<file path="src/hdl/cpu_operand_addressing_defs.vh">
// Constants for the operand addressing and low-power control block.
// Overview of operation
// - Halt-and-wait enters wait, halt-and-stop enters stop.
// - Low-power state gates CPU clocks, suspends activity.
// - Interrupt or reset wakes CPU from low power.
// - Background mode idles until debug command with go arrives.
// - Pseudo index register is memory byte 0x000f.
// - Access to 0x000e redirects to index location; the code leaves extended and relative mode addresses of 0x000e unchanged.
// - Tiny mode address from low four opcode bits.
// - Short mode address from low five opcode bits.
// - Direct mode uses operand byte, high byte zero.
// - Extended address: two bytes, fourteen bits total.
// - Branch target is next address plus signed offset.
// - Add-with-carry sums accumulator, operand and carry.
// - Plain add sums accumulator and operand only.
// - Program counter split six high, eight low.
// - Shadow counter has the same six/eight split.
// - Tiny address zero-extended by ten zero bits.
// - Run-mode interrupts only polled, wake from low power.
// - After reset the counter loads 0x3ffd.
`ifndef CPU_OPERAND_ADDRESSING_DEFS_VH
`define CPU_OPERAND_ADDRESSING_DEFS_VH
`define ADDR_W 14
`define PC_HI_W 6
`define PC_LO_W 8
`define PC_RESET_VALUE 14'h3ffd
`define INDEX_ADDR 14'h000f
`define WINDOW_ADDR 14'h000e
`define MODE_TINY 3'h0
`define MODE_SHORT 3'h1
`define MODE_DIRECT 3'h2
`define MODE_EXTENDED 3'h3
`define MODE_INDEXED 3'h4
`define MODE_RELATIVE 3'h5
`define ALU_ADD 1'b0
`define ALU_ADC 1'b1
`endif

</file>
<file path="src/hdl/cpu_operand_addressing.v">
// Operand addressing, program counter and low-power control for the CPU.
`timescale 1ns/10ps
`include "cpu_operand_addressing_defs.vh"
module cpu_operand_addressing (
    input wire clk_in,
    input wire rst_in,
    input wire instr_valid_in,
    input wire [2:0] mode_in,
    input wire [7:0] opcode_in,
    input wire [7:0] operand_hi_in,
    input wire [7:0] operand_lo_in,
    input wire [1:0] instr_len_in,
    input wire branch_taken_in,
    input wire jump_in,
    input wire wait_instr_in,
    input wire stop_instr_in,
    input wire interrupt_event_in,
    input wire background_req_in,
    input wire debug_cmd_in,
    input wire debug_go_in,
    input wire shadow_load_in,
    input wire alu_en_in,
    input wire alu_op_in,
    input wire [7:0] mem_data_in,
    input wire index_write_in,
    input wire [7:0] index_wdata_in,
    output reg [13:0] mem_addr_out,
    output reg [5:0] pc_upper_part_out,
    output reg [7:0] pc_lower_part_out,
    output reg [5:0] saved_pc_upper_out,
    output reg [7:0] saved_pc_lower_out,
    output reg [7:0] acc_out,
    output reg carry_flag_out,
    output reg [7:0] index_value_out,
    output wire cpu_clk_en_out,
    output wire fetch_en_out,
    output wire [1:0] cpu_state_out,
    output reg wake_pending_out
);
    localparam ST_RUN = 2'h0;
    localparam ST_WAIT = 2'h1;
    localparam ST_STOP = 2'h2;
    localparam ST_BDM = 2'h3;

    reg [1:0] state_reg;
    reg [1:0] state_next;
    reg [13:0] pc_reg;
    reg [13:0] pc_next;
    wire [13:0] next_pc;
    wire [13:0] raw_addr;
    wire [7:0] sum;
    wire sum_carry;
    wire running;

    assign running = (state_reg == ST_RUN);
    // Clocks run in normal and background modes; fetch runs only in normal operation.
    assign cpu_clk_en_out = running || (state_reg == ST_BDM);
    assign fetch_en_out = running;
    assign cpu_state_out = state_reg;
    assign next_pc = pc_reg + {12'h000, instr_len_in};

    operand_address_former u_addr (
        .mode_in(mode_in),
        .opcode_in(opcode_in),
        .operand_hi_in(operand_hi_in),
        .operand_lo_in(operand_lo_in),
        .index_value_in(index_value_out),
        .next_pc_in(next_pc),
        .raw_addr_out(raw_addr)
    );

    accumulator_adder u_add (
        .op_in(alu_op_in),
        .acc_in(acc_out),
        .mem_in(mem_data_in),
        .carry_in(carry_flag_out),
        .sum_out(sum),
        .carry_out(sum_carry)
    );

    // Mode sequencing; interrupts never redirect flow, they only wake.
    always @* begin
        state_next = state_reg;
        case (state_reg)
            ST_RUN: begin
                if (background_req_in) begin
                    state_next = ST_BDM;
                end else if (instr_valid_in && stop_instr_in) begin
                    state_next = ST_STOP;
                end else if (instr_valid_in && wait_instr_in) begin
                    state_next = ST_WAIT;
                end
            end
            ST_WAIT, ST_STOP: begin
                if (interrupt_event_in) begin
                    state_next = ST_RUN;
                end
            end
            ST_BDM: begin
                if (debug_cmd_in && debug_go_in) begin
                    state_next = ST_RUN;
                end
            end
            default: state_next = ST_RUN;
        endcase
    end

    // Next program counter: branch, jump or sequential.
    always @* begin
        pc_next = pc_reg;
        if (running && instr_valid_in && !wait_instr_in && !stop_instr_in) begin
            if ((mode_in == `MODE_RELATIVE) && branch_taken_in) begin
                pc_next = raw_addr;
            end else if ((mode_in == `MODE_EXTENDED) && jump_in) begin
                pc_next = raw_addr;
            end else begin
                pc_next = next_pc;
            end
        end
    end

    // Core state; reset restarts execution at the reset vector.
    always @(posedge clk_in or posedge rst_in) begin
        if (rst_in) begin
            state_reg <= ST_RUN;
            pc_reg <= `PC_RESET_VALUE;
        end else begin
            state_reg <= state_next;
            pc_reg <= pc_next;
        end
    end

    // Split counter views for the upper and lower parts.
    always @* begin
        pc_upper_part_out = pc_reg[13:8];
        pc_lower_part_out = pc_reg[7:0];
    end

    // Address issue; the data window redirects through the index byte.
    always @(posedge clk_in or posedge rst_in) begin
        if (rst_in) begin
            mem_addr_out <= 14'h0000;
        end else if (running && instr_valid_in) begin
            if (raw_addr == `WINDOW_ADDR && mode_in != `MODE_RELATIVE &&
                mode_in != `MODE_EXTENDED) begin
                mem_addr_out <= {6'h00, index_value_out};
            end else begin
                mem_addr_out <= raw_addr;
            end
        end
    end

    // Index byte lives at 0x000f and behaves as plain memory.
    always @(posedge clk_in or posedge rst_in) begin
        if (rst_in) begin
            index_value_out <= 8'h00;
        end else if (running && index_write_in) begin
            index_value_out <= index_wdata_in;
        end
    end

    // Shadow counter copies the next counter value with the same split.
    always @(posedge clk_in or posedge rst_in) begin
        if (rst_in) begin
            saved_pc_upper_out <= 6'h00;
            saved_pc_lower_out <= 8'h00;
        end else if (running && shadow_load_in) begin
            saved_pc_upper_out <= next_pc[13:8];
            saved_pc_lower_out <= next_pc[7:0];
        end
    end

    // Accumulator update; suspended while clocks are gated.
    always @(posedge clk_in or posedge rst_in) begin
        if (rst_in) begin
            acc_out <= 8'h00;
            carry_flag_out <= 1'b0;
        end else if (running && alu_en_in) begin
            acc_out <= sum;
            carry_flag_out <= sum_carry;
        end
    end

    // Polled interrupt flag; a new event wins over the clear.
    always @(posedge clk_in or posedge rst_in) begin
        if (rst_in) begin
            wake_pending_out <= 1'b0;
        end else if (interrupt_event_in) begin
            wake_pending_out <= 1'b1;
        end else if (running && instr_valid_in) begin
            wake_pending_out <= 1'b0;
        end
    end
endmodule // cpu_operand_addressing

</file>
<file path="src/hdl/operand_address_former.v">
// Combinational formation of 14-bit operand addresses from instruction fields.
`timescale 1ns/10ps
`include "cpu_operand_addressing_defs.vh"
module operand_address_former (
    input wire [2:0] mode_in,
    input wire [7:0] opcode_in,
    input wire [7:0] operand_hi_in,
    input wire [7:0] operand_lo_in,
    input wire [7:0] index_value_in,
    input wire [13:0] next_pc_in,
    output reg [13:0] raw_addr_out
);
    // Expand each mode's field; unknown modes fall back to address zero.
    always @* begin
        case (mode_in)
            `MODE_TINY: raw_addr_out = {10'h000, opcode_in[3:0]};
            `MODE_SHORT: raw_addr_out = {9'h000, opcode_in[4:0]};
            `MODE_DIRECT: raw_addr_out = {6'h00, operand_lo_in};
            `MODE_EXTENDED: raw_addr_out = {operand_hi_in[5:0], operand_lo_in};
            `MODE_INDEXED: raw_addr_out = {6'h00, index_value_in};
            `MODE_RELATIVE: raw_addr_out = next_pc_in +
                {{6{operand_lo_in[7]}}, operand_lo_in};
            default: raw_addr_out = 14'h0000;
        endcase
    end
endmodule // operand_address_former

</file>
<file path="src/hdl/accumulator_adder.v">
// Eight-bit adder for the plain add and add-with-carry instructions.
`timescale 1ns/10ps
`include "cpu_operand_addressing_defs.vh"
module accumulator_adder (
    input wire op_in,
    input wire [7:0] acc_in,
    input wire [7:0] mem_in,
    input wire carry_in,
    output wire [7:0] sum_out,
    output wire carry_out
);
    wire use_carry;
    wire [8:0] total;
    // Plain add ignores the incoming carry entirely.
    assign use_carry = (op_in == `ALU_ADC) ? carry_in : 1'b0;
    assign total = {1'b0, acc_in} + {1'b0, mem_in} + {8'h00, use_carry};
    assign sum_out = total[7:0];
    assign carry_out = total[8];
endmodule // accumulator_adder

</file>
<file path="config.mk">
export PLATFORM = sky130hd
export DESIGN_NAME = cpu_operand_addressing
export DESIGN_NICKNAME = d
export VERILOG_FILES = /design/src/hdl/cpu_operand_addressing.v /design/src/hdl/operand_address_former.v /design/src/hdl/accumulator_adder.v
export VERILOG_INCLUDE_DIRS = /design/src /design/src/hdl
export SDC_FILE = /design/constraint.sdc
export NUM_CORES = 1
export LEC_CHECK = 0
export ABC_AREA = 1
export BUFFER_PORTS_ARGS = -buffer_cell sky130_fd_sc_hd__buf_2
export CAP_MARGIN = 5
export CORE_UTILIZATION = 55
export CTS_BUF_LIST = sky130_fd_sc_hd__clkbuf_8
export DETAILED_ROUTE_END_ITERATION = 8
export GPL_ROUTABILITY_DRIVEN = 1
export HOLD_SLACK_MARGIN = 0.05
export PLACE_DENSITY = 0.84
export SYNTH_ARGS = -nofsm -noshare
export SYNTH_HDL_FRONTEND = slang
export SYNTH_SLANG_ARGS = --single-unit
</file>
<file path="constraint.sdc">
create_clock -name clk_in -period 3.6 [get_ports clk_in]
set_input_delay 1.08 -clock clk_in [delete_from_list [all_inputs] [get_ports clk_in]]
set_output_delay 1.08 -clock clk_in [all_outputs]
set_load 0.01 [all_outputs]
</file>
After elaboration in Yosys (flattened, before gate mapping)
Index checks and enable logic that the tools add are counted.
{"block": "totals", "regBits": 62, "output_inout_bits": 64, "wordCells": 61}
{"block": "classes", "add_sub_neg": 4, "n_eq_ne": 14, "mux": 13, "reduce_logical": 21}
{"cell": "$pmux W14 S6", "count": 1}
{"cell": "$mux W14", "count": 3}
{"cell": "$add A14 B14 Y14", "count": 1}
{"cell": "$add A14 B2 Y14", "count": 1}
{"cell": "$eq A14 B4 Y1 const B", "count": 1}
{"cell": "$logic_and A1 B1 Y1", "count": 13}
{"cell": "$mux W2", "count": 5}
{"cell": "$add A8 B8 Y9", "count": 1}
{"cell": "$add A9 B1 Y9", "count": 1}
{"cell": "$eq A3 B2 Y1 const B", "count": 2}
{"cell": "$eq A3 B3 Y1 const B", "count": 2}
{"cell": "$pmux W2 S3", "count": 1}
{"cell": "$eq A2 B2 Y1 const B", "count": 2}
{"cell": "$ne A4 B2 Y1 const B", "count": 1}
{"cell": "$eq A3 B1 Y1 const B", "count": 1}
{"cell": "$logic_not A3 Y1", "count": 1}
{"cell": "$mux W1", "count": 3}
{"cell": "$ne A3 B2 Y1 const B", "count": 1}
{"cell": "$ne A3 B3 Y1 const B", "count": 1}
{"cell": "$reduce_and A3 Y1", "count": 1}
{"cell": "$eq A2 B1 Y1 const B", "count": 1}
{"cell": "$logic_not A1 Y1", "count": 2}
{"cell": "$logic_not A2 Y1", "count": 1}
{"cell": "$ne A2 B1 Y1 const B", "count": 1}
{"cell": "4 further kinds", "count": 4}

Longest topological paths before layout
{"block": "logic_depth", "depth_word": 7, "ltp_mapped": 24, "depth_no_buf": 24}

Cells and area by module
A second synthesis with hierarchy kept.
{"block": "hier_totals", "hier_cells": 656, "area_unflattened_um2": 4623.2}
{"module": "cpu_operand_addressing", "instances": 1, "cells_per_inst": 375, "area_per_inst_um2": 3159.3, "seq_area_each_um2": 1567.8}
{"module": "operand_address_former", "instances": 1, "cells_per_inst": 215, "area_per_inst_um2": 1086.0, "seq_area_each_um2": 0.0}
{"module": "accumulator_adder", "instances": 1, "cells_per_inst": 66, "area_per_inst_um2": 377.9, "seq_area_each_um2": 0.0}

Least setup slack after synthesis
OpenSTA, ideal clock, no wires.
{"block": "synth_timing", "kind": "input -> register", "from": "in instr_len_in[0]", "to": "reg mem_addr_out[13]", "setup_ps": 117, "arrival_time_ps": 3366, "path_slack_ps": 118, "stages": 21, "cell_sequence": "ha_1 > fa_1 > nand2_1 > inv_2 > nand2_1 > nor2_1 > nand2_1 > nor2_1 > nand3_1 > xor2_1 > inv_1 > ha_1 > nand2_1 > nor3_1 > nand2_1 > nand2_1 > nand3_1 > nand3_1 > nand2_1 > nand2_1 > nand2_1"}
{"block": "synth_via", "elab_chain_len": 7}
{"element": "from (decl)", "line_no": "cpu_operand_addressing.v:12", "rtl": "input wire [1:0] instr_len_in,"}
{"element": "$add A14 B2 Y14 *", "line_no": "cpu_operand_addressing.v:60", "rtl": "assign next_pc = pc_reg + {12'h000, instr_len_in};"}
{"element": "named net next_pc[12]", "line_no": "cpu_operand_addressing.v:49", "rtl": "wire [13:0] next_pc;"}
{"element": "$add A14 B14 Y14 *", "line_no": "operand_address_former.v:21", "rtl": "`MODE_RELATIVE: raw_addr_out = next_pc_in +"}
{"element": "$pmux W14 S6 *", "line_no": "operand_address_former.v:15", "rtl": "case (mode_in)"}
{"element": "$eq A14 B4 Y1 (no line)"}
{"element": "$logic_and A1 B1 Y1 (no line) (2 in a row)"}
{"element": "$mux W14 *", "line_no": "cpu_operand_addressing.v:144", "rtl": "if (raw_addr == `WINDOW_ADDR && mode_in != `MODE_RELATIVE &&"}
{"element": "to (signal assigned)", "line_no": "cpu_operand_addressing.v:146", "rtl": "mem_addr_out <= {6'h00, index_value_out};"}
{"element": "to (signal assigned)", "line_no": "cpu_operand_addressing.v:148", "rtl": "mem_addr_out <= raw_addr;"}
{"element": "to (decl)", "line_no": "cpu_operand_addressing.v:27", "rtl": "output reg [13:0] mem_addr_out,"}
The timed path passes the listed nets; every way through them passes the cells marked *.
A chain may end at the register's enable or synchronous reset.

Worst setup path after layout
{"block": "layout_timing", "from": "in instr_len_in[0]", "to": "reg mem_addr_out[2]"}
{"block": "layout_via", "elab_chain_len": 7}
{"element": "$add A14 B2 Y14", "line_no": "cpu_operand_addressing.v:60"}
{"element": "named net next_pc[6]", "line_no": "cpu_operand_addressing.v:49"}
{"element": "$add A14 B14 Y14", "line_no": "operand_address_former.v:21"}
{"element": "$pmux W14 S6", "line_no": "operand_address_former.v:15"}
{"element": "$eq A14 B4 Y1 (no line)"}
{"element": "$logic_and A1 B1 Y1 (no line) (2 in a row)"}
{"element": "$mux W14", "line_no": "cpu_operand_addressing.v:144"}
The timed path passes the listed nets, and every way through them passes these cells.

==> results.md <==
- Hold WS: 0.4766 ns
- Hold depth: 1
- FF+latch count, synth: 62
- WL per Instance: 14.39 microns
- Root Driver: clkbuf_8
- WP data required: 3.83 ns
- Ranking of synthesized cells by area: dfrtp_1 28%, nand2_1 18%, dfstp_2 7.8%, ha_1 7.7%, inv_1 6.4%
- Syn Std Cell Area: 0.004380 sq mm
- CP cell instances: buf_2, ha_4, fa_2, nand2_2, inv_2, nand2_2, buf_6, o21ai_0, nand2_1, inv_2, ha_4, nand2_1, nor2_1, nand2_1, nand2_2, nand2_2, nand3_2, nand2_2, nor2_4, nand2_4, nor2_1, o21ai_1
- Worst slew pin tran: 0.7190 ns
- Most used cell, CP: nand2_2
- Initial antenna violation count: 0
- Drt initial violations: 328
- Die X: 91.25 microns
- Post-synthesis async set-or-reset flop share: 1.000
- Post-synth top flop: dfrtp_1
- Clk sinks: 62
- R2R cell count: 23
- GPL Wtd Cong: 0.9398
- Gr usage total: 0.3145
- Cells after synthesis: 625
- HP Start: wake_pending_out
- # diodes: 0
- Routed via count: 4876
- Worst VDD drop: 0.4866 mV
- Clock Tree Buf Depth: 2
- DRC: 0
- Vias per inst: 5.382
- TritonCTS clock tree: built
- Syn Nets: 716
- Register area share after synthesis: 0.3579
- # hold bufs at CTS: 0
- Core ar.: 0.007727 sq mm
- Max frequency: 282.6 MHz
- Row Count: 32
- Crit. End Element: register
- Leading area contributor after synthesis: dfrtp_1
- First-pass GRT wire length: 20510 microns
- Tcrit/Tclk final: 0.9830
- Buf/Inv on CP: 4
- Final min period: 3.539 ns
- Synth top area share: 0.2799
- Final hold vios: 0
- Maximum number of pins on one net before global-route repair: 34
- Worst Hold End: wake_pending_out
- Crit-path leading delay family: simple AND/OR/NAND/NOR gates
- Crit path kind: primary input to register
- P_leak: 3.218 nW
- Max incr delay on CP: 0.40 ns
- Number of global-route vias before repair: 4462
- Reg2reg setup slack: 0.43 ns
- Chip height: 91.25 microns
- Number of buffers created by CTS: 9
- Die area: 0.008326 sq mm
- Layout cells sized above 1: 0.3433
- Yosys cell types: 36
- Grt ovf: 0
- H-tree depth: 3
- Clock latency on the worst-skew pair: 0.35 ns
- Max-cap violation count: 0
- Final #Nets: 890
- Initial Util: 0.5669
- Clock slew seen by the registers of the worst setup and hold paths: 0.07 ns
- Total Wirelength: 13040 microns
- Syn avg cell area: 7.009 sq um
- # fillers: 588
- Final clock skew: 0.008556 ns
- RR Endpoint: mem_addr_out[13]
- Worst R2R Start: pc_reg[0]
- IO Port Bufs: 118
- Pre-antenna DRT Iters: 5
- Synth warn: 0
- Status: finished, final reports clean
- Setup violators final: 0
- Detailed placement HPWL: 9806 microns
- PD cells: 846.3 mW/mm^2
- Worst setup SP type: primary input
- Slowest CP cell: fa_2
- Relative slew slack: 0.5195
- Hold Crit Class: register to register
- Crit-path max FO: 8
- Area growth from synthesis to layout: 34.16%
- CP Data Arrival Time: 3.77 ns
- Max Transition Viols Final: 0
- Top Ports: 124
- EDFF count, synth: 0
- Setup_tns: 0 ns
- Final ANT Viol Nets: 0
-- cell type report --
class	instances	area (sq um)	share of cell area
Clock inverter	7	35.03	0.005961
Timing Repair Buffer	176	1042	0.1773
Clock buffer	9	123.9	0.02108
Tap cell	102	127.6	0.02172
Multi-Input combinational cell	467	2669	0.4541
Sequential cell	62	1568	0.2668
Inverter	83	311.5	0.05301
-- metal layers --
| metal | track usage | vias up | share of wire |
|---|---|---|---|
| li1 | - | 2350 | - |
| met1 | 0.3833 | 2279 | 0.41 |
| met2 | 0.5480 | 200 | 0.49 |
| met3 | 0.06951 | 47 | 0.066 |
| met4 | 0.1085 | 0 | 0.038 |
| met5 | 0 | - | 0 |
-- cells by family after synthesis --
group / after synthesis / share of synthesized area
flops: 62 / 0.3579
compound gates: 101 / 0.1234
simple gates: 323 / 0.3102
xor+xnor: 8 / 0.01600
mux: 4 / 0.01028
fa+ha+maj: 31 / 0.09540
buf+inv: 96 / 0.08683
-- worst reg2reg max path: stages (launching register included) --
cell and delay, ns:
dfstp_2 0.57, ha_4 0.15, fa_2 0.22, nand2_2 0.07, inv_2 0.07, nand2_2 0.07, nor2_2 0.12, nand2_2 0.10
nor2_4 0.14, nand3_1 0.12, xor2_2 0.22, inv_1 0.10, ha_4 0.28, nand2_1 0.09, a21oi_1 0.13, nor2_1 0.06
nand2_1 0.06, inv_1 0.04, nand2_2 0.07, nand3_1 0.10, nand3_2 0.10, nand2_2 0.08, nand2_1 0.06, nand2_1 0.05
-- where the power goes --
part	total (mW)	switching [mW]	internal [mW]	leakage, nW
sequential	1.36	0.285	1.08	0.741
clock	0.510	0.270	0.239	0.0911
combinational	3.10	1.74	1.36	2.39
total	4.97	2.30	2.68	3.22
-- layout by cell type (no fill, tap or decap), types with 4 or more instances in the layout --
cell	n
nand2_1	194
buf_2	118
inv_1	72
buf_4	56
dfrtp_1	49
o21ai_0	42
nor2_1	40
nand3_1	36
a21oi_1	28
ha_1	20
nand2_2	16
dfstp_2	13
o21ai_1	12
inv_2	11
nand3_2	9
clkbuf_8	9
nor2_2	7
ha_4	7
o22ai_1	5
nand3b_1	5
nor3_1	4
nor2_4	4
xor2_2	4
mux2_2	4
clkinv_2	4
-- worst max-delay path by stage --
stage / end / slack [ns] / cells past startpoint / startpoint
2_1_floorplan: mem_addr_out[13] / 0.12 / 21 / instr_len_in[0]
3_3_place_gp: mem_addr_out[12] / -0.34 / 21 / instr_len_in[0]
3_5_place_dp: mem_addr_out[2] / -0.45 / 20 / instr_len_in[0]
4_1_cts: pc_reg[10] / -0.0004 / 20 / instr_len_in[0]
5_1_grt: pc_reg[10] / -0.15 / 19 / instr_len_in[1]
6_report: mem_addr_out[2] / 0.06 / 22 / instr_len_in[0]
-- cells in the mapped netlist, types with 5 or more instances --
cell        n
nor2_1     45
dfstp_2    13
clkbuf_1    6
nor2_2      5
inv_2       6
dfrtp_1    49
nand2_1   208
a21oi_1    30
xor2_1      7
inv_1      75
o22ai_1     5
nor3_1      7
o21ai_1     9
ha_1       27
o21ai_0    45
nand3b_1    5
nand3_1    41
-- timing repair --
item | 4_1_cts | 5_1_grt
gates cloned | 0 | 0
pin swaps | 0 | 19
hold endpoints to repair | 0 | 0
resized for setup | 3 | 52
buffers inserted | 0 | 5
setup endpoints to repair | 9 | 22
-- per-stage QoR --
stage	utilization	power [mW]	cell area, sq um	instances	setup slack [ns]
after floorplan	-	2.918	4380	625	0.1175
after global placement	0.7040	4.025	5440	885	-0.3446
after detailed placement	0.7040	4.131	5440	885	-0.4483
after CTS	0.7262	4.677	5612	901	-0.0004161
after global routing	0.7605	5.374	5877	906	-0.1484
final	0.7605	4.974	5877	906	0.06116
No activity file was read; power rests on OpenSTA's default activity.
